$ cat config.mk
export PLATFORM = sky130hd
export DESIGN_NAME = hbp_host_port
export DESIGN_NICKNAME = d
export VERILOG_FILES = /design/src/hdl/hbp_pkg.sv /design/src/hdl/hbp_sync.sv /design/src/hdl/hbp_prio.sv /design/src/hdl/hbp_host_port.sv
export SDC_FILE = /design/constraint.sdc
export NUM_CORES = 1
export LEC_CHECK = 0
export ABC_AREA = 1
export ABC_CLOCK_PERIOD_IN_PS = 2200
export BUFFER_PORTS_ARGS = -buffer_cell sky130_fd_sc_hd__buf_2
export CAP_MARGIN = 20
export CORE_AREA = 2 2 167 169
export DETAILED_ROUTE_END_ITERATION = 12
export DIE_AREA = 0 0 169 171
export GPL_TIMING_DRIVEN = 0
export PLACE_DENSITY = 0.54
export SLEW_MARGIN = 20
export SYNTH_ARGS = -nofsm -noshare
export SYNTH_HDL_FRONTEND = slang
export SYNTH_SLANG_ARGS = --single-unit
$ cat constraint.sdc
create_clock -name sys_clk -period 2.2 [get_ports sys_clk]
set_input_delay 0.33 -clock sys_clk [delete_from_list [all_inputs] [get_ports sys_clk]]
set_output_delay 0.33 -clock sys_clk [all_outputs]
set_load 0.05 [all_outputs]
$ cat src/hdl/hbp_pkg.sv
// constants and types shared by the host bus port
package hbp_pkg;

  // ------------------------------------------------------------
  // widths and timing
  // ------------------------------------------------------------
  localparam int AD_W = 16;
  localparam int CLK_PERIOD_NS = 20;
  localparam int IACK_READY_NS = 60;
  localparam int IACK_READY_CYC =
    (IACK_READY_NS + CLK_PERIOD_NS - 1) / CLK_PERIOD_NS;
  localparam int CNT_W = 4;
  localparam int REG_IDX_W = 3;
  localparam int BYTE_BIT = 15;
  localparam int SYNC_LAT = 2;

  // ------------------------------------------------------------
  // register indices and fields
  // ------------------------------------------------------------
  localparam logic [REG_IDX_W-1:0] A_BCR = 3'h0;
  localparam logic [REG_IDX_W-1:0] A_PEND = 3'h1;
  localparam logic [REG_IDX_W-1:0] A_EN = 3'h2;
  localparam logic [REG_IDX_W-1:0] A_US = 3'h3;
  localparam logic [REG_IDX_W-1:0] A_VEC = 3'h4;
  localparam logic [REG_IDX_W-1:0] A_STAT = 3'h5;
  localparam int BCR_ACK_LO = 0;
  localparam int BCR_ACK_HI = 1;
  localparam int BCR_IRQ_OD = 2;
  localparam int BCR_BYTE = 3;
  localparam logic [AD_W-1:0] BCR_RST = 16'h0000;
  localparam logic [AD_W-1:0] VEC_RST = 16'h0000;

  // ------------------------------------------------------------
  // types
  // ------------------------------------------------------------
  typedef enum logic [1:0] {
    ACK_STATUS = 2'b00,
    ACK_PULSE = 2'b01,
    ACK_DOUBLE = 2'b10
  } hbp_ack_e;

  typedef enum logic [2:0] {
    M_IDLE = 3'b000,
    M_ADDR = 3'b001,
    M_SETUP = 3'b010,
    M_STRB = 3'b011,
    M_HOLD = 3'b100
  } hbp_mst_e;

endpackage

$ cat src/hdl/hbp_sync.sv
// two flip-flop synchroniser for a vector of pin inputs
module hbp_sync #(
  parameter int W = 8,
  parameter logic [W-1:0] RST = '1
) (
  input wire logic sys_clk,
  input wire logic arst_n,
  input wire logic [W-1:0] d,
  output logic [W-1:0] q
);

  logic [W-1:0] meta_q;

  always_ff @(posedge sys_clk or negedge arst_n) begin
    if (!arst_n) begin
      meta_q <= RST;
      q <= RST;
    end else begin
      meta_q <= d;
      q <= meta_q;
    end
  end

endmodule

$ cat src/hdl/hbp_prio.sv
// finds the highest-priority enabled pending source, index 0 highest
module hbp_prio #(
  parameter int N = 8,
  parameter int IW = 3
) (
  input wire logic [N-1:0] req,
  input wire logic [N-1:0] us,
  output logic any,
  output logic [IW-1:0] idx,
  output logic blocked
);

  always_comb begin
    logic us_seen;
    us_seen = 1'b0;
    any = 1'b0;
    idx = '0;
    blocked = 1'b0;
    for (int i = 0; i < N; i++) begin
      if (!any) begin
        us_seen = us_seen | us[i];
        if (req[i]) begin
          any = 1'b1;
          idx = IW'(i);
          blocked = us_seen;
        end
      end
    end
  end

endmodule

$ cat src/hdl/hbp_host_port.sv
// host bus port: slave registers, dma master cycles, interrupt chain
// Operation
// - reset gives idle state; first selected write loads bus config reg
// - address strobe seen up to config write selects multiplexed bus
// - bus and dma logic run on the system clock
// - address/data bus serves slave register cycles and master cycles
// - unit select ignored while interrupt acknowledge is low
// - select latched at address strobe rise, else at strobe fall
// - read strobe output as master; master read data taken at its rise
// - slave read data driven after strobe falls, held past its rise
// - write strobe output as master; slave write taken at its rise
// - master write data valid before strobe falls until after it rises
// - master drives byte/word high for byte, low for word
// - slave size from address line at strobe rise or config bit
// - handshake pin input as master, output as slave, style at config
// - wait style: master waits while low; low until ack ready only
// - ack style: master waits for low; low for accesses, totem pole
// - request only with chain in high and an unblocked pending source
// - request pin totem pole or open drain under software control
// - config field picks status, single or double pulse acknowledge
// - acknowledge with chain in high and request: hold chain out low
// - chain out low for chain in low, under service, or requesting during acknowledge
//
// The register offsets and the plain strobed port are this design's own decisions.
module hbp_host_port
  import hbp_pkg::*;
#(
  parameter int NSRC = 8,
  parameter int IDX_W = 3
) (
  input wire logic sys_clk,
  input wire logic arst_n,
  input wire logic [AD_W-1:0] addr_data_in,
  output logic [AD_W-1:0] addr_data_out,
  output logic addr_data_oe_n,
  input wire logic addr_strobe_n,
  input wire logic data_strobe_n,
  input wire logic cs_n,
  input wire logic rd_n_in,
  output logic rd_n_out,
  output logic rd_n_oe_n,
  input wire logic wr_n_in,
  output logic wr_n_out,
  output logic wr_n_oe_n,
  output logic byte_word_out,
  output logic byte_word_oe_n,
  input wire logic wait_ack_in,
  output logic wait_ack_out,
  output logic wait_ack_oe_n,
  input wire logic hs_style_sel,
  output logic irq_req_n,
  output logic irq_req_oe_n,
  input wire logic irq_ack_n,
  input wire logic irq_chain_in,
  output logic irq_chain_out,
  input wire logic [NSRC-1:0] irq_events,
  output logic [AD_W-1:0] ext_addr,
  output logic [AD_W-1:0] ext_wdata,
  output logic ext_wr,
  output logic ext_rd,
  output logic ext_byte,
  input wire logic [AD_W-1:0] ext_rdata,
  input wire logic mst_grant,
  input wire logic mst_req,
  input wire logic mst_write,
  input wire logic mst_byte,
  input wire logic [AD_W-1:0] mst_addr,
  input wire logic [AD_W-1:0] mst_wdata,
  output logic [AD_W-1:0] mst_rdata,
  output logic mst_done,
  output logic mst_busy
);

  // ------------------------------------------------------------
  // pin synchronisers and edges
  // ------------------------------------------------------------
  logic [AD_W+8:0] syn;
  logic [AD_W-1:0] ad_s;
  logic as_s, ds_s, cs_s, rd_s, wr_s, iack_s, iei_s, sel_s, wait_s;
  logic as_p, ds_p, rd_p, wr_p, iack_p;

  hbp_sync #(.W(AD_W + 9), .RST({{AD_W{1'b0}}, 9'h1f9})) u_sync (
    .sys_clk(sys_clk),
    .arst_n(arst_n),
    .d({addr_data_in, addr_strobe_n, data_strobe_n, cs_n, rd_n_in,
        wr_n_in, irq_ack_n, irq_chain_in, hs_style_sel, wait_ack_in}),
    .q(syn)
  );

  assign {ad_s, as_s, ds_s, cs_s, rd_s, wr_s, iack_s, iei_s, sel_s,
          wait_s} = syn;

  always_ff @(posedge sys_clk or negedge arst_n) begin
    if (!arst_n) begin
      as_p <= 1'b1;
      ds_p <= 1'b1;
      rd_p <= 1'b1;
      wr_p <= 1'b1;
      iack_p <= 1'b1;
    end else begin
      as_p <= as_s;
      ds_p <= ds_s;
      rd_p <= rd_s;
      wr_p <= wr_s;
      iack_p <= iack_s;
    end
  end

  hbp_mst_e m_state, m_next;
  logic own;
  logic as_rise, as_fall, ds_fall, rd_fall, rd_rise, wr_fall, wr_rise;
  logic iack_fall, iack_rise;

  assign own = (m_state != M_IDLE);
  assign as_rise = as_s & ~as_p;
  assign as_fall = ~as_s & as_p;
  assign ds_fall = ~ds_s & ds_p;
  assign rd_fall = ~rd_s & rd_p & ~own;
  assign rd_rise = rd_s & ~rd_p & ~own;
  assign wr_fall = ~wr_s & wr_p & ~own;
  assign wr_rise = wr_s & ~wr_p & ~own;
  assign iack_fall = ~iack_s & iack_p;
  assign iack_rise = iack_s & ~iack_p;

  // ------------------------------------------------------------
  // bus mode, select and address latch
  // ------------------------------------------------------------
  logic mux_q, cfg_done_q, style_q, cs_lat_q, byte_q;
  logic [AD_W-1:0] addr_q, bcr_q;
  logic cs_eff, sel_now, byte_eff;

  assign cs_eff = cs_s | ~iack_s;
  assign sel_now = mux_q ? ~cs_lat_q : ~cs_eff;
  assign byte_eff = mux_q ? byte_q : bcr_q[BCR_BYTE];

  always_ff @(posedge sys_clk or negedge arst_n) begin
    if (!arst_n) begin
      mux_q <= 1'b0;
      cs_lat_q <= 1'b1;
      addr_q <= '0;
      byte_q <= 1'b0;
    end else begin
      if (!cfg_done_q && as_fall) begin
        mux_q <= 1'b1;
      end
      if (mux_q && as_rise) begin
        cs_lat_q <= cs_eff;
      end else if (!mux_q && (ds_fall || rd_fall || wr_fall)) begin
        cs_lat_q <= cs_eff;
      end
      if (as_rise) begin
        addr_q <= ad_s;
        byte_q <= ad_s[BYTE_BIT];
      end
    end
  end

  function automatic logic is_local(input logic [AD_W-1:0] a);
    return (a[AD_W-1:REG_IDX_W] == '0) && (a[REG_IDX_W-1:0] <= A_STAT);
  endfunction

  // ------------------------------------------------------------
  // slave cycles
  // ------------------------------------------------------------
  logic rd_act_q, wr_act_q, rdp_q, slv_rd_start, wr_commit, loc;

  assign loc = is_local(addr_q);
  assign slv_rd_start = rd_fall & sel_now;
  assign wr_commit = wr_rise & wr_act_q;

  always_ff @(posedge sys_clk or negedge arst_n) begin
    if (!arst_n) begin
      rd_act_q <= 1'b0;
      wr_act_q <= 1'b0;
      rdp_q <= 1'b0;
    end else begin
      rdp_q <= slv_rd_start;
      if (slv_rd_start) begin
        rd_act_q <= 1'b1;
      end else if (rd_rise) begin
        rd_act_q <= 1'b0;
      end
      if (wr_fall && sel_now) begin
        wr_act_q <= 1'b1;
      end else if (wr_rise) begin
        wr_act_q <= 1'b0;
      end
    end
  end

  always_ff @(posedge sys_clk or negedge arst_n) begin
    if (!arst_n) begin
      ext_addr <= '0;
      ext_wdata <= '0;
      ext_wr <= 1'b0;
      ext_rd <= 1'b0;
      ext_byte <= 1'b0;
    end else begin
      ext_addr <= addr_q;
      ext_wdata <= ad_s;
      ext_byte <= byte_eff;
      ext_wr <= wr_commit & cfg_done_q & ~loc;
      ext_rd <= slv_rd_start & ~loc;
    end
  end

  // ------------------------------------------------------------
  // local registers
  // ------------------------------------------------------------
  logic [NSRC-1:0] pend_q, en_q, us_q, pend_clr, us_clr, us_set;
  logic [AD_W-1:0] vec_q;
  logic loc_wr;

  assign loc_wr = wr_commit & cfg_done_q & loc;
  assign pend_clr = (loc_wr && addr_q[REG_IDX_W-1:0] == A_PEND) ?
                    ad_s[NSRC-1:0] : '0;
  assign us_clr = (loc_wr && addr_q[REG_IDX_W-1:0] == A_US) ?
                  ad_s[NSRC-1:0] : '0;

  always_ff @(posedge sys_clk or negedge arst_n) begin
    if (!arst_n) begin
      bcr_q <= BCR_RST;
      style_q <= 1'b1;
      cfg_done_q <= 1'b0;
    end else if (wr_commit) begin
      if (!cfg_done_q) begin
        bcr_q <= ad_s;
        style_q <= sel_s;
        cfg_done_q <= 1'b1;
      end else if (loc && addr_q[REG_IDX_W-1:0] == A_BCR) begin
        bcr_q <= ad_s;
      end
    end
  end

  always_ff @(posedge sys_clk or negedge arst_n) begin
    if (!arst_n) begin
      en_q <= '0;
      vec_q <= VEC_RST;
    end else if (loc_wr) begin
      if (addr_q[REG_IDX_W-1:0] == A_EN) begin
        en_q <= ad_s[NSRC-1:0];
      end else if (addr_q[REG_IDX_W-1:0] == A_VEC) begin
        vec_q <= ad_s;
      end
    end
  end

  always_ff @(posedge sys_clk or negedge arst_n) begin
    if (!arst_n) begin
      pend_q <= '0;
      us_q <= '0;
    end else begin
      pend_q <= (pend_q & ~pend_clr) | irq_events;
      us_q <= (us_q & ~us_clr) | us_set;
    end
  end

  // ------------------------------------------------------------
  // interrupt request and acknowledge
  // ------------------------------------------------------------
  logic p_any, p_blk, intr_ok, ack_start, ack_end, iack_ready;
  logic [IDX_W-1:0] p_idx, resp_idx_q;
  logic ack_cyc_q, arm_q, req_seen_q, respond_q, irq_q;
  logic [CNT_W-1:0] cnt_q;
  hbp_ack_e ack_mode;

  hbp_prio #(.N(NSRC), .IW(IDX_W)) u_prio (
    .req(pend_q & en_q),
    .us(us_q),
    .any(p_any),
    .idx(p_idx),
    .blocked(p_blk)
  );

  assign intr_ok = p_any & ~p_blk;
  assign ack_mode = hbp_ack_e'(bcr_q[BCR_ACK_HI:BCR_ACK_LO]);
  assign iack_ready = (cnt_q == CNT_W'(IACK_READY_CYC));
  assign us_set = (ack_start && iei_s && intr_ok) ?
                  NSRC'(1) << p_idx : '0;

  always_comb begin
    case (ack_mode)
      ACK_PULSE: begin
        ack_start = iack_fall;
        ack_end = iack_rise;
      end
      ACK_DOUBLE: begin
        ack_start = iack_fall & arm_q;
        ack_end = iack_rise;
      end
      default: begin
        ack_start = ~ack_cyc_q & ~iack_s & (as_fall | ds_fall | rd_fall);
        ack_end = iack_s;
      end
    endcase
  end

  always_ff @(posedge sys_clk or negedge arst_n) begin
    if (!arst_n) begin
      ack_cyc_q <= 1'b0;
      arm_q <= 1'b0;
      req_seen_q <= 1'b0;
      respond_q <= 1'b0;
      resp_idx_q <= '0;
      cnt_q <= '0;
    end else if (ack_start) begin
      ack_cyc_q <= 1'b1;
      req_seen_q <= irq_q;
      respond_q <= iei_s & intr_ok;
      resp_idx_q <= p_idx;
      cnt_q <= '0;
    end else if (ack_cyc_q && ack_end) begin
      ack_cyc_q <= 1'b0;
      arm_q <= 1'b0;
      req_seen_q <= 1'b0;
      respond_q <= 1'b0;
    end else begin
      if (ack_mode == ACK_DOUBLE && iack_rise && !ack_cyc_q) begin
        arm_q <= 1'b1;
      end
      if (ack_cyc_q && !iack_ready) begin
        cnt_q <= cnt_q + CNT_W'(1);
      end
    end
  end

  always_ff @(posedge sys_clk or negedge arst_n) begin
    if (!arst_n) begin
      irq_q <= 1'b0;
      irq_req_n <= 1'b1;
      irq_req_oe_n <= 1'b0;
      irq_chain_out <= 1'b0;
    end else begin
      irq_q <= iei_s & intr_ok & ~ack_cyc_q;
      irq_req_n <= bcr_q[BCR_IRQ_OD] ? 1'b0 : ~irq_q;
      irq_req_oe_n <= bcr_q[BCR_IRQ_OD] ? ~irq_q : 1'b0;
      irq_chain_out <= iei_s & ~(|us_q) &
        ~(ack_cyc_q & (irq_q | req_seen_q | respond_q));
    end
  end

  // ------------------------------------------------------------
  // master cycles
  // ------------------------------------------------------------
  logic done_ok, slave_busy;
  logic [1:0] stb_q;

  assign done_ok = style_q ? wait_s : ~wait_s;
  assign slave_busy = rd_act_q | wr_act_q | ack_cyc_q;
  assign mst_busy = own;

  // strobe age, lets the synchronised handshake catch up
  always_ff @(posedge sys_clk or negedge arst_n) begin
    if (!arst_n) begin
      stb_q <= '0;
    end else if (m_state != M_STRB) begin
      stb_q <= '0;
    end else if (stb_q != 2'(SYNC_LAT)) begin
      stb_q <= stb_q + 2'(1);
    end
  end

  always_comb begin
    m_next = m_state;
    case (m_state)
      M_IDLE: begin
        if (mst_req && mst_grant && cfg_done_q && !slave_busy) begin
          m_next = M_ADDR;
        end
      end
      M_ADDR: m_next = M_SETUP;
      M_SETUP: m_next = M_STRB;
      M_STRB: begin
        if (done_ok && stb_q == 2'(SYNC_LAT)) begin
          m_next = M_HOLD;
        end
      end
      default: m_next = M_IDLE;
    endcase
  end

  always_ff @(posedge sys_clk or negedge arst_n) begin
    if (!arst_n) begin
      m_state <= M_IDLE;
      mst_done <= 1'b0;
      mst_rdata <= '0;
    end else begin
      m_state <= m_next;
      mst_done <= (m_state == M_HOLD);
      if (m_state == M_HOLD && !mst_write) begin
        mst_rdata <= ad_s;
      end
    end
  end

  always_ff @(posedge sys_clk or negedge arst_n) begin
    if (!arst_n) begin
      rd_n_out <= 1'b1;
      wr_n_out <= 1'b1;
      rd_n_oe_n <= 1'b1;
      wr_n_oe_n <= 1'b1;
      byte_word_out <= 1'b0;
      byte_word_oe_n <= 1'b1;
    end else begin
      rd_n_out <= ~(m_next == M_STRB && !mst_write);
      wr_n_out <= ~(m_next == M_STRB && mst_write);
      rd_n_oe_n <= (m_next == M_IDLE);
      wr_n_oe_n <= (m_next == M_IDLE);
      byte_word_out <= mst_byte;
      byte_word_oe_n <= (m_next == M_IDLE);
    end
  end

  // ------------------------------------------------------------
  // address/data and handshake drive
  // ------------------------------------------------------------
  logic [AD_W-1:0] ad_d, loc_rdata;
  logic ad_oe_n_d;

  always_comb begin
    case (addr_q[REG_IDX_W-1:0])
      A_BCR: loc_rdata = bcr_q;
      A_PEND: loc_rdata = AD_W'(pend_q);
      A_EN: loc_rdata = AD_W'(en_q);
      A_US: loc_rdata = AD_W'(us_q);
      A_VEC: loc_rdata = vec_q;
      A_STAT: loc_rdata = AD_W'({own, style_q, mux_q, cfg_done_q});
      default: loc_rdata = '0;
    endcase
  end

  always_comb begin
    ad_d = addr_data_out;
    ad_oe_n_d = 1'b1;
    if (m_next == M_ADDR) begin
      ad_d = mst_addr;
      ad_oe_n_d = 1'b0;
    end else if (m_next != M_IDLE) begin
      if (mst_write) begin
        ad_d = mst_wdata;
        ad_oe_n_d = 1'b0;
      end
    end else if (ack_cyc_q && respond_q && iack_ready) begin
      ad_d = {vec_q[AD_W-1:IDX_W], resp_idx_q};
      ad_oe_n_d = 1'b0;
    end else if (rd_act_q) begin
      if (rdp_q) begin
        ad_d = loc ? loc_rdata : ext_rdata;
      end
      ad_oe_n_d = 1'b0;
    end
  end

  always_ff @(posedge sys_clk or negedge arst_n) begin
    if (!arst_n) begin
      addr_data_out <= '0;
      addr_data_oe_n <= 1'b1;
      wait_ack_out <= 1'b1;
      wait_ack_oe_n <= 1'b1;
    end else begin
      addr_data_out <= ad_d;
      addr_data_oe_n <= ad_oe_n_d;
      if (own) begin
        wait_ack_out <= 1'b1;
        wait_ack_oe_n <= 1'b1;
      end else if (style_q) begin
        wait_ack_out <= iack_ready;
        wait_ack_oe_n <= ~(ack_cyc_q & respond_q);
      end else begin
        wait_ack_out <= ~(rd_act_q | wr_act_q |
                          (ack_cyc_q & respond_q & iack_ready));
        wait_ack_oe_n <= ~slave_busy;
      end
    end
  end

endmodule

After elaboration in Yosys (flattened, before gate mapping)
Index checks and enable logic that the tools add are counted.
{"block": "totals", "register_bits": 230, "out_inout_bits": 81, "word_cells": 305}
{"block": "op_classes", "add_sub_neg": 2, "order_cmp": 1, "eq_ne": 20, "n_shift": 1, "mux": 99, "bitwise": 79, "n_reduce_logical": 55}
{"operator": "two-way mux 16 bit", "n": 9}
{"operator": "one-hot mux 16 bit (6 select lines)", "n": 1}
{"operator": "two-way mux 1 bit", "n": 64}
{"operator": "two-way mux 3 bit", "n": 15}
{"operator": "bitwise AND 1 bit", "n": 30}
{"operator": "NOT 1 bit", "n": 27}
{"operator": "bitwise AND 8 bit", "n": 3}
{"operator": "two-way mux 8 bit", "n": 3}
{"operator": "logical AND 1 bit", "n": 23}
{"operator": "NOT 8 bit", "n": 2}
{"operator": "OR 8 bit", "n": 2}
{"operator": "equality test 3 x 2 -> 1 bit, second input constant", "n": 5}
{"operator": "OR 1 bit", "n": 15}
{"operator": "nonzero test 2 bit", "n": 7}
{"operator": "logical NOT 13 bit", "n": 1}
{"operator": "two-way mux 4 bit", "n": 3}
{"operator": "one-hot mux 3 bit (4 select lines)", "n": 1}
{"operator": "AND reduction 2 bit", "n": 5}
{"operator": "equality test 3 x 1 -> 1 bit, second input constant", "n": 3}
{"operator": "equality test 3 bit, second input constant", "n": 3}
{"operator": "logical NOT 3 bit", "n": 3}
{"operator": "nonzero test 4 bit", "n": 2}
{"operator": "OR reduction 8 bit", "n": 1}
{"operator": "<< shifter 1 x 3 -> 8 bit, first input constant", "n": 1}
{"operator": "other kinds (17)", "n": 28}

Longest topological paths before layout
Gate-level depths: netlist (run 1).
{"block": "logic_depth", "depth_word": 21, "depth_mapped": 15, "mapped_depth_nobuf": 15}

Modules after synthesis
From an unflattened synthesis (run 1), not the netlist that was laid out.
{"block": "hier_totals", "hier_cells": 1046, "hier_area_um2": 9628.0}
{"module": "hbp_host_port", "n_inst": 1, "cells_per_inst": 963, "area_each_um2": 8186.6, "seq_area_each_um2": 4496.8}
{"module": "hbp_sync", "n_inst": 1, "cells_per_inst": 50, "area_each_um2": 1268.7, "seq_area_each_um2": 1268.7}
{"module": "hbp_prio", "n_inst": 1, "cells_per_inst": 33, "area_each_um2": 172.7, "seq_area_each_um2": 0.0}

Worst setup path after synthesis (run 1)
Ideal clock, no wire load.
{"block": "synth_timing", "kind": "register to register", "from": "register m_state[0]", "to": "register en_q[5]", "arrival_ps": 1662, "required_ps": 2076, "path_slack_ps": 414, "path_stages_with_launch": 12, "n_path_buf": 1, "period_less_slack_ps": 1786, "cell_sequence": "dfrtp_1 > nor2_4 > nand2_2 > clkinv_2 > nand3_2 > nor2_4 > nand2_2 > nor2_4 > nand2_2 > buf_6 > nand2_1 > o21ai_1"}
{"block": "synth_between", "elab_chain_len": 7}
{"element": "from (decl)", "line_no": "hbp_host_port.sv:109", "rtl": "hbp_mst_e m_state, m_next;"}
{"element": "from (signal assigned)", "line_no": "hbp_host_port.sv:389", "rtl": "m_state <= m_next;"}
{"element": "nonzero test 3 bit", "line_no": "hbp_host_port.sv:114", "rtl": "assign own = (m_state != M_IDLE);"}
{"element": "net mst_busy", "line_no": "hbp_host_port.sv:71", "rtl": "output logic mst_busy"}
{"element": "NOT 1 bit", "line_no": "hbp_host_port.sv:121", "rtl": "assign wr_rise = wr_s & ~wr_p & ~own;"}
{"element": "bitwise AND 1 bit", "line_no": "hbp_host_port.sv:121"}
{"element": "bitwise AND 1 bit", "line_no": "hbp_host_port.sv:169", "rtl": "assign wr_commit = wr_rise & wr_act_q;"}
{"element": "bitwise AND 1 bit (2 in a row)", "line_no": "hbp_host_port.sv:214", "rtl": "assign loc_wr = wr_commit & cfg_done_q & loc;"}
{"element": "AND reduction 2 bit (no source line)"}
{"element": "to (signal assigned)", "line_no": "hbp_host_port.sv:242", "rtl": "en_q <= ad_s[NSRC-1:0];"}
{"element": "to (decl)", "line_no": "hbp_host_port.sv:210", "rtl": "logic [NSRC-1:0] pend_q, en_q, us_q, pend_clr, us_clr, us_set;"}
The timed path passes the listed nets, and every way through them passes these cells.
A chain may end at the register's enable or synchronous reset.

Final worst setup path (run 1)
{"block": "layout_timing", "from": "register cnt_q[1]", "to": "register addr_data_out[11]"}
{"block": "layout_between", "elab_chain_len": 5, "word_cells_on_any_way": 8, "cone_classes": "eq/ne: 1; mux: 3; reduce/logical: 4"}
{"element": "from (decl)", "line_no": "hbp_host_port.sv:265", "rtl": "logic [CNT_W-1:0] cnt_q;"}
{"element": "from (signal assigned)", "line_no": "hbp_host_port.sv:323", "rtl": "cnt_q <= cnt_q + CNT_W'(1);"}
{"element": "equality test 4 x 2 -> 1 bit (*)", "line_no": "hbp_host_port.sv:278", "rtl": "assign iack_ready = (cnt_q == CNT_W'(IACK_READY_CYC));"}
{"element": "logical AND 1 bit (*)", "line_no": "hbp_host_port.sv:444", "rtl": "end else if (ack_cyc_q && respond_q && iack_ready) begin"}
{"element": "two-way mux 16 bit", "line_no": "hbp_host_port.sv:444"}
{"element": "two-way mux 16 bit", "line_no": "hbp_host_port.sv:439", "rtl": "end else if (m_next != M_IDLE) begin"}
{"element": "two-way mux 16 bit", "line_no": "hbp_host_port.sv:436", "rtl": "if (m_next == M_ADDR) begin"}
{"element": "to (signal assigned)", "line_no": "hbp_host_port.sv:457", "rtl": "addr_data_out <= '0;"}
{"element": "to (signal assigned)", "line_no": "hbp_host_port.sv:462", "rtl": "addr_data_out <= ad_d;"}
{"element": "to (decl)", "line_no": "hbp_host_port.sv:34", "rtl": "output logic [AD_W-1:0] addr_data_out,"}
Mark *: on every way between the ends. The rest lies on a longest branch, timed or not.

==> results of run 1 <==
## metal layers
layer	global-route usage	vias to the layer above	share of wire
met5	0	-	0
met4	0.0528	0	0.028
met3	0.0386	46	0.063
met2	0.289	236	0.43
met1	0.266	3647	0.48
li1	-	3700	-
## cells in the mapped netlist (all sizes together)
cell / instances
nand2: 337
dfrtp: 201
o21ai: 118
inv: 114
nor2: 74
nand3: 51
a21oi: 31
dfstp: 28
buf: 20
nand4: 10
clkbuf: 6
nor3: 6
or2: 6
clkinv: 4
ha: 4
xor2: 3
a22o: 2
nand3b: 2
nor4: 2
o21bai: 2
a211oi: 1
and3: 1
o211ai: 1
xnor2: 1
## sequential cells by signal (all words and copies together) (netlist names), 16 cells and up
signal,count
bcr_q,16
u_sync.meta_q,25
ext_addr,16
addr_data_out,16
vec_q,16
u_sync.q,25
ext_wdata,16
mst_rdata,16
## cell type report
class | instances | area (um2) | area share
inverters | 118 | 458 | 0.0384
well taps | 346 | 433 | 0.0363
clock buffers | 37 | 701 | 0.0588
flip-flops and latches | 229 | 5770 | 0.484
repair buffers | 205 | 1260 | 0.106
clock inverters | 9 | 110 | 0.00924
multi-input cells | 652 | 3020 | 0.254
plain buffers | 26 | 156 | 0.0131
diodes | 3 | 7.51 | 0.000630
## timing repair
action                                  CTS  global route
hold endpoints to repair                 89             0
gates resized for setup                   0            12
hold buffers                             36             0
endpoints found under the setup margin    0            25
## worst register-to-register path, cell delays in order (launching register included)
cell and delay (ps):
sky130_fd_sc_hd__dfrtp_1 360, sky130_fd_sc_hd__ha_1 170, sky130_fd_sc_hd__nand2_1 50, sky130_fd_sc_hd__nor2_1 210
sky130_fd_sc_hd__nand2_1 150, sky130_fd_sc_hd__clkbuf_4 240, sky130_fd_sc_hd__clkbuf_2 230, sky130_fd_sc_hd__nand3_1 130
sky130_fd_sc_hd__nand3_1 120, sky130_fd_sc_hd__nand2_1 90, sky130_fd_sc_hd__nand2_1 50, sky130_fd_sc_hd__nand2_1 50
sky130_fd_sc_hd__nand2_1 40
## cell families after synthesis
family	Yosys count
adder cells (fa/ha/maj)	4
flip-flops	229
buffers and inverters	144
XOR/XNOR	4
AO/OA/AOI/OAI	155
AND/OR/NAND/NOR	489
## cells in the final DEF, fill, tap and decap left out, types with 25 or more instances in the layout
| cell type | netlist | final |
|---|---|---|
| sky130_fd_sc_hd__dlygate4sd3_1 | 0 | 36 |
| sky130_fd_sc_hd__clkbuf_16 | 0 | 25 |
| sky130_fd_sc_hd__buf_2 | 11 | 176 |
| sky130_fd_sc_hd__inv_1 | 108 | 108 |
| sky130_fd_sc_hd__dfrtp_1 | 201 | 200 |
| sky130_fd_sc_hd__nand2_1 | 327 | 326 |
| sky130_fd_sc_hd__nor2_1 | 62 | 60 |
| sky130_fd_sc_hd__o21ai_1 | 25 | 25 |
| sky130_fd_sc_hd__nand3_1 | 49 | 49 |
| sky130_fd_sc_hd__a21oi_1 | 31 | 30 |
| sky130_fd_sc_hd__dfstp_2 | 28 | 28 |
| sky130_fd_sc_hd__o21ai_0 | 87 | 87 |
## power by group
part	switching, W	internal [W]	leakage (nW)
Clock	0.00173	0.00245	0.402
Sequential	0.000375	0.00483	2.81
Combinational	0.00218	0.000782	2.93
## through the flow
stage               power (W)  utilization  std cells  instance area [um2]  TNS, ps
floorplan             0.00727            -       1025                 9370        0
global placement      0.00813        0.389       1538                10600  -714680
detailed placement    0.00817        0.392       1540                10700        0
CTS                    0.0125        0.435       1622                11900        0
global route           0.0130        0.436       1625                11900        0
finish                 0.0123        0.436       1625                11900        0
## worst paths after layout
kind	slack [ps]	end
worst max-delay path	190	addr_data_out[11]$_DFFE_PN0P_
worst min-delay path	100	addr_data_out[14]$_DFFE_PN0P_
worst max register to register	190	addr_data_out[11]$_DFFE_PN0P_
worst min register to register	340	u_sync.q[12]$_DFF_PN0_
max in group asynchronous	660	ext_wdata[9]$_DFF_PN0_
min in group asynchronous	390	pend_q[1]$_DFF_PN0_
==> run metrics, run 1 <==
# port buffers 167; clock net sink count 229; number of antenna violations at the first check in global routing 3; setup violators final 0; peak supply drop 0.595 mV; Placeable Area 0.0273 mm2; via count of the routed design 7629; Min Hold Slack 103 ps; largest stage delay on the critical path 360 ps; wirelength, routed 26.9 mm; Worst setup SP type flop; synth warn 0; root buffer cell sky130_fd_sc_hd__clkbuf_16; depth of the worst register-to-register path 12; proportion of netlist area held by the largest area contributor 0.537; worst setup path class flop to flop; Synth Register Bits 229; first-pass detailed-route iteration total 5; worst setup path start cnt_q[1]$_DFFE_PN0P_; areal power density over the cells 1040 mW/mm2; P&R area growth vs syn 27.2%; via count of the first global-routing pass 7593; final worst-path cycle share 0.915; launch point of the worst reg-to-reg path cnt_q[1]$_DFFE_PN0P_; outcome finished, final reports clean; buffers from clock root to sink, at most 3; simple-gate area share of the yosys netlist 0.225; required arrival time at the worst endpoint 2620 ps; register area share after synthesis 0.615; floorplan die area 0.0289 mm2; gate family responsible for the most delay along the worst path simple AND/OR/NAND/NOR gates; adder and majority cell fraction of the synthesized area 0.00534; die boundary width 169 um; initial standard-cell utilization of the core 0.343; Crit-path slowest cell sky130_fd_sc_hd__dfrtp_1; cell-by-cell trace of the critical path ha_1 > nand2_1 > nor2_1 > nand2_1 > clkbuf_4 > clkbuf_2 > nand3_1 > nand3_1 > nand2_1 > nand2_1 > nand2_1 > nand2_1; Least-Margin Pin Slew 619 ps; headroom to the max-slew limit 0.587; setup bufs post-CTS 0; DRC violations left 0; first-pass GRT wire length 41.8 mm; synthesized instance count 1025; leakage power of the design 6.15 nW; H-tree level count 1; RePlAce Congestion 0.890; endpoints failing hold 0; total of max-cap violations 0; Die Ht 171 um; net count reported at finish 1348; GRT Overall Usage 0.187; signal arrival time at the worst endpoint 2430 ps; Achievable Freq 497 MHz; pins over their slew limit 0; final antenna-violating net count 0; leading area contributor after synthesis sky130_fd_sc_hd__dfrtp_1; largest driver fanout on the critical path 10; via count normalized by instance count 4.69; skew final 28.1 ps; setup repair after global routing missed its margin no; kind of end point of the critical path flop; class of the worst hold path primary input to flop; layout cell share with drive strength beyond 1 0.242; number of top-level design ports 168; combinational family with the most area after synthesis simple AND/OR/NAND/NOR gates; most used cell along the critical path sky130_fd_sc_hd__nand2_1; Levels on crit path 12; violation count after the first detailed-route iteration 473; cell types occupying the most area after synthesis sky130_fd_sc_hd__dfrtp_1, sky130_fd_sc_hd__nand2_1, sky130_fd_sc_hd__dfstp_2; clock-pin transition on the worst setup and hold timing paths 60 ps; post-synthesis mux area share 0; synthesized area divided by synthesized cell count 9.14 um2; post-synth net total 1116; average wire length per cell after detail routing 16.5 um; Distinct cells, synth 39; count of filler cells inserted in the layout 2739; Min-Delay Path Depth 5; Placement Setup Slack 19.5 ps; TritonCTS clock tree done; overflow left after global routing 0; Period minus WS final 2010 ps; clock network latency to the later pin of the worst-skew pair 540 ps; xor and xnor fraction of the mapped netlist area 0.00374; origin of the worst min-delay path mst_addr[14]; complex-gate fraction of the synthesized area 0.0871; hpwl dp 19.3 mm; total CTS buffers 25; synthesized cell area 0.00937 mm2; Row Count 61; Buf+Inv Stages, Crit Path 2; least setup slack across all paths after layout 188 ps; largest net degree at the start of global routing 82
(Power assumes the default switching activity.)
==> run 2, diff against run 1 <==
--- a/config.mk
+++ b/config.mk
@@ -9,5 +9,4 @@
 export ABC_CLOCK_PERIOD_IN_PS = 2200
 export BUFFER_PORTS_ARGS = -buffer_cell sky130_fd_sc_hd__buf_2
-export CAP_MARGIN = 20
 export CORE_AREA = 2 2 167 169
 export DETAILED_ROUTE_END_ITERATION = 12
==> constraint.sdc (replaced) <==
create_clock -name sys_clk -period 2.2 [get_ports sys_clk]
set_input_delay 0 -clock sys_clk [delete_from_list [all_inputs] [get_ports sys_clk]]
set_output_delay 0 -clock sys_clk [all_outputs]
set_load 0.05 [all_outputs]
==> run 2 against run 1 <==
Effect of this change: first-iteration DRC count decreased by 0.42%; clock power about the same; hold slack lost 77 ps; core utilization grew 1.3 points; global-route usage is 0.23 points higher; sequential power about the same.
==> run metrics, run 2 (synthesis gave the netlist of run 1 again) <==
outcome finished, final reports clean (unchanged); setup violators final 0 (unchanged); Worst setup SP type flop (unchanged); clock-pin transition on the worst setup and hold timing paths 60 ps (about the same); Die Ht 171 um (unchanged); setup repair after global routing missed its margin no (unchanged); clock net sink count 229 (unchanged); met2 wirelength from detailed routing 11.9 mm (was 11.6 mm); first-pass GRT wire length 42.4 mm (was 41.8 mm); RePlAce Congestion 0.890 (unchanged); via count normalized by instance count 4.68 (was 4.69); initial standard-cell utilization of the core 0.343 (unchanged); final worst-path cycle share 0.925 (was 0.915); endpoints failing hold 0 (unchanged); Least-Margin Pin Slew 618 ps (was 619 ps); largest driver fanout on the critical path 8 (was 10); number of antenna violations at the first check in global routing 1 (was 3); leading cell type in the layout, fill and taps excluded sky130_fd_sc_hd__nand2_1 (unchanged); kind of end point of the critical path flop (unchanged); leakage power of the design 6.30 nW (was 6.15 nW); met1 wire length 13.0 mm (was 12.8 mm); origin of the worst min-delay path ext_rdata[14] (was mst_addr[14]); # port buffers 167 (unchanged); least setup slack across all paths after layout 164 ps (was 188 ps); peak supply drop 0.598 mV (was 0.595 mV); pins over their slew limit 0 (unchanged); root buffer cell sky130_fd_sc_hd__clkbuf_16 (unchanged); largest net degree at the start of global routing 82 (unchanged); worst setup path class flop to flop (unchanged); setup slack of the most critical reg-to-reg path 160 ps (was 190 ps); overflow left after global routing 0 (unchanged); wirelength, routed 27.2 mm (was 26.9 mm); total of max-cap violations 0 (unchanged); first-pass detailed-route iteration total 5 (unchanged); Placement Setup Slack 19.5 ps (unchanged); H-tree level count 1 (unchanged); layout cell share with drive strength beyond 1 0.236 (was 0.242); required arrival time at the worst endpoint 2600 ps (was 2620 ps); floorplan die area 0.0289 mm2 (unchanged); total CTS buffers 25 (unchanged); areal power density over the cells 1010 mW/mm2 (was 1040 mW/mm2); Period minus WS final 2040 ps (was 2010 ps); buffers from clock root to sink, at most 3 (unchanged); signal arrival time at the worst endpoint 2440 ps (was 2430 ps); net count reported at finish 1385 (was 1348); via count of the routed design 7777 (was 7629); final sum of negative setup slack 0 ps (unchanged); headroom to the max-slew limit 0.588 (was 0.587); Crit-path slowest cell sky130_fd_sc_hd__dfrtp_1 (unchanged); P&R area growth vs syn 31.1% (was 27.2%); setup bufs post-CTS 0 (unchanged); DRC violations left 0 (unchanged); Row Count 61 (unchanged); Achievable Freq 491 MHz (was 497 MHz); via count of the first global-routing pass 7803 (was 7593); leading cell types in the layout, fill and taps excluded sky130_fd_sc_hd__nand2_1, sky130_fd_sc_hd__dfrtp_1, sky130_fd_sc_hd__buf_2 (unchanged); worst setup path start m_state[1]$_DFF_PN0_ (was cnt_q[1]$_DFFE_PN0P_); Top Metal Used met4 (unchanged); number of top-level design ports 168 (unchanged); most used cell along the critical path sky130_fd_sc_hd__nor2_4 (was sky130_fd_sc_hd__nand2_1); hpwl dp 19.3 mm (unchanged); violation count after the first detailed-route iteration 471 (was 473); final antenna-violating net count 0 (unchanged); largest stage delay on the critical path 440 ps (was 360 ps); skew final 29.2 ps (was 28.1 ps); GRT Overall Usage 0.189 (was 0.187); average wire length per cell after detail routing 16.4 um (was 16.5 um); clock network latency to the later pin of the worst-skew pair 540 ps (about the same); TritonCTS clock tree done (unchanged); Placeable Area 0.0273 mm2 (unchanged); class of the worst hold path primary input to flop (unchanged); met3 wirelength from detailed routing 1.62 mm (was 1.71 mm); launch point of the worst reg-to-reg path m_state[1]$_DFF_PN0_ (was cnt_q[1]$_DFFE_PN0P_); largest registers u_sync.meta_q (25), u_sync.q (25) (unchanged); die boundary width 169 um (unchanged); cell-by-cell trace of the critical path nor2_4 > nand2_2 > clkinv_2 > nand3_2 > nor2_4 > nand2_2 > nor2_4 > nand2_1 > o21ai_0 > nand2_1 (was ha_1 > nand2_1 > nor2_1 > nand2_1 > clkbuf_4 > clkbuf_2 > nand3_1 > nand3_1 > nand2_1 > nand2_1 > nand2_1 > nand2_1)
-- run 2: cell count changes in the layout (fill, tap and decap cells not counted) --
| cell | previous run | this run |
|---|---|---|
| sky130_fd_sc_hd__diode_2 | 3 | 1 |
| sky130_fd_sc_hd__nor2_2 | 5 | 6 |
| sky130_fd_sc_hd__dlygate4sd3_1 | 36 | 73 |
| sky130_fd_sc_hd__nor2_1 | 60 | 59 |
-- run 2: stage by stage --
| stage | hold WS, ps | area, um2 | instances | util | power [W] |
|---|---|---|---|---|---|
| after floorplan | -296 | 9370 | 1025 | - | 0.00727 |
| after global placement | 107 | 10600 | 1538 | 0.389 | 0.00813 |
| after detailed placement | 41.3 | 10700 | 1540 | 0.392 | 0.00817 |
| after CTS | 18.1 | 12200 | 1659 | 0.448 | 0.0125 |
| after global routing | 81.2 | 12300 | 1660 | 0.450 | 0.0130 |
| final | 26.3 | 12300 | 1660 | 0.450 | 0.0124 |
-- run 2: worst max-delay path, delay by kind of cell, from the launching register on --
family / cells / cell delay, ps
AOI/OAI and AO/OA: 1 / 280
buffers and inverters: 1 / 120
DFF: 1 / 440
and+or+nand+nor: 8 / 1070
-- run 2: what timing repair did --
| action | in CTS | in global routing |
|---|---|---|
| endpoints found under the hold margin | 201 | 0 |
| endpoints found under the setup margin | 0 | 25 |
| hold buffers | 73 | 0 |
| gates resized for setup | 0 | 13 |
-- run 2: power by group --
group	internal (W)	total, W	switching, W
logic	0.000825	0.00301	0.00219
registers	0.00483	0.00520	0.000374
clock network	0.00245	0.00418	0.00173
-- run 2: metal layers --
metal	global-route usage	vias to the layer above
met2	0.295	226
met3	0.0400	48
met4	0.0524	0
li1	-	3776
met5	0	-
met1	0.267	3727
-- run 2: final cells by class --
| cell class | instances | area (um2) |
|---|---|---|
| clock buffer | 37 | 701 |
| antenna | 1 | 2.50 |
| inverter | 118 | 458 |
| clock inverter | 9 | 110 |
| tap | 346 | 433 |
| buffer | 26 | 156 |
| timing repair buffer | 242 | 1630 |
| sequential | 229 | 5770 |
| fill | 2690 | 15000 |
| multi-input combinational | 652 | 3030 |
-- run 2: path summary, 6_finish.rpt --
kind,cells after the start,endpoint
max in group asynchronous,4,addr_q[13]$_DFFE_PN0P_
hold / removal,9,addr_data_out[14]$_DFFE_PN0P_
min in group asynchronous,2,pend_q[1]$_DFF_PN0_
setup / recovery,10,us_q[6]$_DFF_PN0_
hold reg to reg,0,u_sync.q[9]$_DFF_PN0_
setup reg to reg,10,us_q[6]$_DFF_PN0_
==> run 3, diff against run 2 <==
- ABC_AREA: 1 -> unset
- CELL_PAD_IN_SITES_DETAIL_PLACEMENT: unset -> 2
- CELL_PAD_IN_SITES_GLOBAL_PLACEMENT: unset -> 2
- CORE_AREA: 2 2 167 169 -> 2 2 166 168
- DIE_AREA: 0 0 169 171 -> 0 0 168 170
- PLACE_DENSITY: 0.54 -> 0.75
==> run 3 against run 2 <==
Effect of this change: the run now ends with negative hold slack, negative setup slack left; synthesized area decreased by 1.0%; combinational power is 19% higher; clock power rose by 7.2%; non-clock buffer count up 37; sequential power grew 2%; core utilization is 3.3 points higher; count of clock-buffer cells in the layout down 4; final cell count is 16% lower; maximum frequency fell by 8.2%; cell area up 4.7%; power grew 7.6%; sequential cell count is the same; critical endpoint is now en_q[4]$_DFFE_PN0P_; largest cell class unchanged; largest power group unchanged.
==> run metrics, run 3 <==
Row Count 60 (was 61); clock net sink count 229 (unchanged); clock network fraction of total power 0.336 (was 0.337); outcome finished, violations left (was finished, final reports clean); summed area of non-filler cells in the final layout 0.0129 mm2 (was 0.0123 mm2); first-pass detailed-route iteration total 5 (unchanged); overflow left after global routing 0 (unchanged); number of antenna violations at the first check in global routing 2 (was 1); headroom to the max-slew limit 0.506 (was 0.588); synthesized cell area 0.00927 mm2 (was 0.00937 mm2); first-pass GRT wire length 51.3 mm (was 42.4 mm); H-tree level count 1 (unchanged); leakage power of the design 5.85 nW (was 6.30 nW); worst setup path start addr_q[1]$_DFFE_PN0P_ (was m_state[1]$_DFF_PN0_); Synth Register Bits 229 (unchanged); setup violators final 11 (was 0); largest driver fanout on the critical path 8 (unchanged); signal arrival time at the worst endpoint 2630 ps (was 2440 ps); buffers from clock root to sink, at most 3 (unchanged); class of the worst hold path primary input to flop (unchanged); areal power density over the cells 1040 mW/mm2 (was 1010 mW/mm2); final worst-path cycle share 1.01 (was 0.925); synthesized area divided by synthesized cell count 12.7 um2 (was 9.14 um2); synth warn 0 (unchanged); Placeable Area 0.0267 mm2 (was 0.0273 mm2); floorplan die area 0.0286 mm2 (was 0.0289 mm2); synthesized instance count 733 (was 1025); DRC violations left 0 (unchanged); top-count cell post-synth sky130_fd_sc_hd__dfrtp_1 (was sky130_fd_sc_hd__nand2_1); number of flops mapped to enable cells by yosys 0 (unchanged); worst setup path class flop to flop (unchanged); largest net degree at the start of global routing 92 (was 82); Critical Path End en_q[4]$_DFFE_PN0P_ (was us_q[6]$_DFF_PN0_); endpoints failing hold 9 (was 0); TritonCTS clock tree done (unchanged); average wire length per cell after detail routing 24.2 um (was 16.4 um); net count reported at finish 1122 (was 1385); clock-pin transition on the worst setup and hold timing paths 60 ps (about the same); Placed Area 0.0106 mm2 (was 0.0107 mm2); # port buffers 167 (unchanged); Crit Reg-Reg Endpoint en_q[4]$_DFFE_PN0P_ (was us_q[6]$_DFF_PN0_); Internal 0.00867 W (was 0.00810 W); wirelength, routed 33.7 mm (was 27.2 mm); Top FF cell, synth sky130_fd_sc_hd__dfrtp_1 (unchanged); peak supply drop 0.604 mV (was 0.598 mV); leading area contributor after synthesis sky130_fd_sc_hd__dfrtp_1 (unchanged); leading cell type in the layout, fill and taps excluded sky130_fd_sc_hd__dfrtp_1 (was sky130_fd_sc_hd__nand2_1); least setup slack across all paths after layout -18.8 ps (was 164 ps); clock network latency to the later pin of the worst-skew pair 550 ps (was 540 ps); violation count after the first detailed-route iteration 439 (was 471); Distinct cells, synth 67 (was 39); hpwl dp 20.8 mm (was 19.3 mm); final antenna-violating net count 0 (unchanged); die boundary width 168 um (was 169 um); Achievable Freq 451 MHz (was 491 MHz); Sw Ratio 0.350 (was 0.346); kind of end point of the critical path flop (unchanged); asr flop ratio synth 1.00 (unchanged); pins over their slew limit 0 (unchanged); RePlAce Congestion 0.842 (was 0.890); leading cell types in the layout, fill and taps excluded sky130_fd_sc_hd__dfrtp_1, sky130_fd_sc_hd__buf_2, sky130_fd_sc_hd__mux2_2 (was sky130_fd_sc_hd__nand2_1, sky130_fd_sc_hd__dfrtp_1, sky130_fd_sc_hd__buf_2); net load switching power 0.00467 W (was 0.00429 W); largest registers u_sync.meta_q (25), u_sync.q (25) (unchanged); via count of the first global-routing pass 8281 (was 7803); PnR Total Power 0.0133 W (was 0.0124 W); depth of the worst register-to-register path 6 (was 10); register area share after synthesis 0.622 (was 0.615); total CTS buffers 26 (was 25); via count of the routed design 7436 (was 7777); GRT Overall Usage 0.234 (was 0.189); Reg power frac 0.396 (was 0.420); setup slack of the most critical reg-to-reg path -20 ps (was 160 ps); Least-Margin Pin Slew 741 ps (was 618 ps); via count normalized by instance count 5.34 (was 4.68); initial standard-cell utilization of the core 0.348 (was 0.343); Min Hold Slack -21.3 ps (was 26.3 ps); Worst setup SP type flop (unchanged); skew final 22.9 ps (was 29.2 ps); fraction of power consumed by combinational cells 0.268 (was 0.243); layout cell share with drive strength beyond 1 0.418 (was 0.236); root buffer cell sky130_fd_sc_hd__clkbuf_16 (unchanged); required arrival time at the worst endpoint 2610 ps (was 2600 ps); violated checks negative hold slack, negative setup slack; post-synth net total 824 (was 1116); P&R area growth vs syn 38.8% (was 31.1%); Period minus WS final 2220 ps (was 2040 ps); total of max-cap violations 0 (unchanged); number of top-level design ports 168 (unchanged); most frequent cells after synthesis sky130_fd_sc_hd__dfrtp_1, sky130_fd_sc_hd__mux2_2, sky130_fd_sc_hd__o21ai_0 (was sky130_fd_sc_hd__nand2_1, sky130_fd_sc_hd__dfrtp_1, sky130_fd_sc_hd__inv_1); launch point of the worst reg-to-reg path addr_q[1]$_DFFE_PN0P_ (was m_state[1]$_DFF_PN0_); proportion of netlist area held by the largest area contributor 0.542 (was 0.537); cell types occupying the most area after synthesis sky130_fd_sc_hd__dfrtp_1, sky130_fd_sc_hd__mux2_2, sky130_fd_sc_hd__dfstp_2 (was sky130_fd_sc_hd__dfrtp_1, sky130_fd_sc_hd__nand2_1, sky130_fd_sc_hd__dfstp_2); Die Ht 170 um (was 171 um)
## run 3: power by group through the flow
stage                     Sequential (W)  Clock (W)  Combinational (W)
after global placement           0.00524          0            0.00307
final                            0.00529    0.00448            0.00357
after detailed placement         0.00528          0            0.00316
after global routing             0.00536    0.00473            0.00380
after floorplan                  0.00621          0            0.00120
after CTS                        0.00524    0.00452            0.00339
## run 3: worst max-delay path, cell delays in order, from the launching register on
cell,delay (ps)
sky130_fd_sc_hd__dfrtp_2,470
sky130_fd_sc_hd__a211oi_2,350
sky130_fd_sc_hd__and4_4,330
sky130_fd_sc_hd__nand3_4,110
sky130_fd_sc_hd__nor4b_4,320
sky130_fd_sc_hd__buf_12,180
sky130_fd_sc_hd__mux2_2,340
## run 3: cell families after synthesis
logic type / count (synthesis) / synth area share
DFF: 229 / 0.622
AOI/OAI and AO/OA: 182 / 0.130
and+or+nand+nor: 162 / 0.0946
muxes: 93 / 0.116
buffers and inverters: 58 / 0.0278
xor gates and xnor gates: 5 / 0.00472
adders and majority gates: 4 / 0.00540
## run 3: cell type report
class | count | area (um2)
Fill cell | 2663 | 13800
Antenna cell | 1 | 2.50
Timing Repair Buffer | 271 | 1880
Multi-Input combinational cell | 447 | 3580
Sequential cell | 229 | 5770
Tap cell | 341 | 427
Inverter | 22 | 82.6
Clock inverter | 15 | 166
Buffer | 34 | 249
Clock buffer | 33 | 717
## run 3: worst min path at each step
stage                  from                            to  slack (ps)  cells past startpoint
2_1_floorplan        arst_n         ack_cyc_q$_DFFE_PN0P_        -300                      0
3_3_place_gp           cs_n    u_sync.meta_q[6]$_DFF_PN1_         110                      1
3_5_place_dp         arst_n        u_sync.q[11]$_DFF_PN0_         -30                      1
4_1_cts              arst_n     resp_idx_q[2]$_DFFE_PN0N_           3                      2
5_1_grt        ext_rdata[6]  addr_data_out[6]$_DFFE_PN0P_          10                      4
6_report       ext_rdata[6]  addr_data_out[6]$_DFFE_PN0P_         -20                      4
## run 3: layer usage
| layer | global-route usage | routed length (um) | vias to the layer above |
|---|---|---|---|
| li1 | - | - | 3257 |
| met1 | 0.298 | 13800 | 3879 |
| met2 | 0.417 | 17500 | 249 |
| met3 | 0.0360 | 1770 | 49 |
| met4 | 0.0635 | 655 | 2 |
| met5 | 0 | 9 | - |
## run 3: stage by stage
step                worst slack (ps)  setup TNS (ps)  cells   util
floorplan                       95.9               0    733      -
global placement               -3050         -681530   1241  0.395
detailed placement              -744          -34380   1243  0.398
CTS                            -61.2            -105   1376  0.470
global route                   -87.9           -2250   1392  0.483
finish                         -18.8           -90.9   1393  0.483
## run 3: what timing repair did
item,CTS,global route
hold buffers,72,0
buffers inserted,15,15
setup endpoints to repair,102,71
gates cloned,0,1
resized for setup,55,58
hold endpoints to repair,252,0
pin swaps,12,14
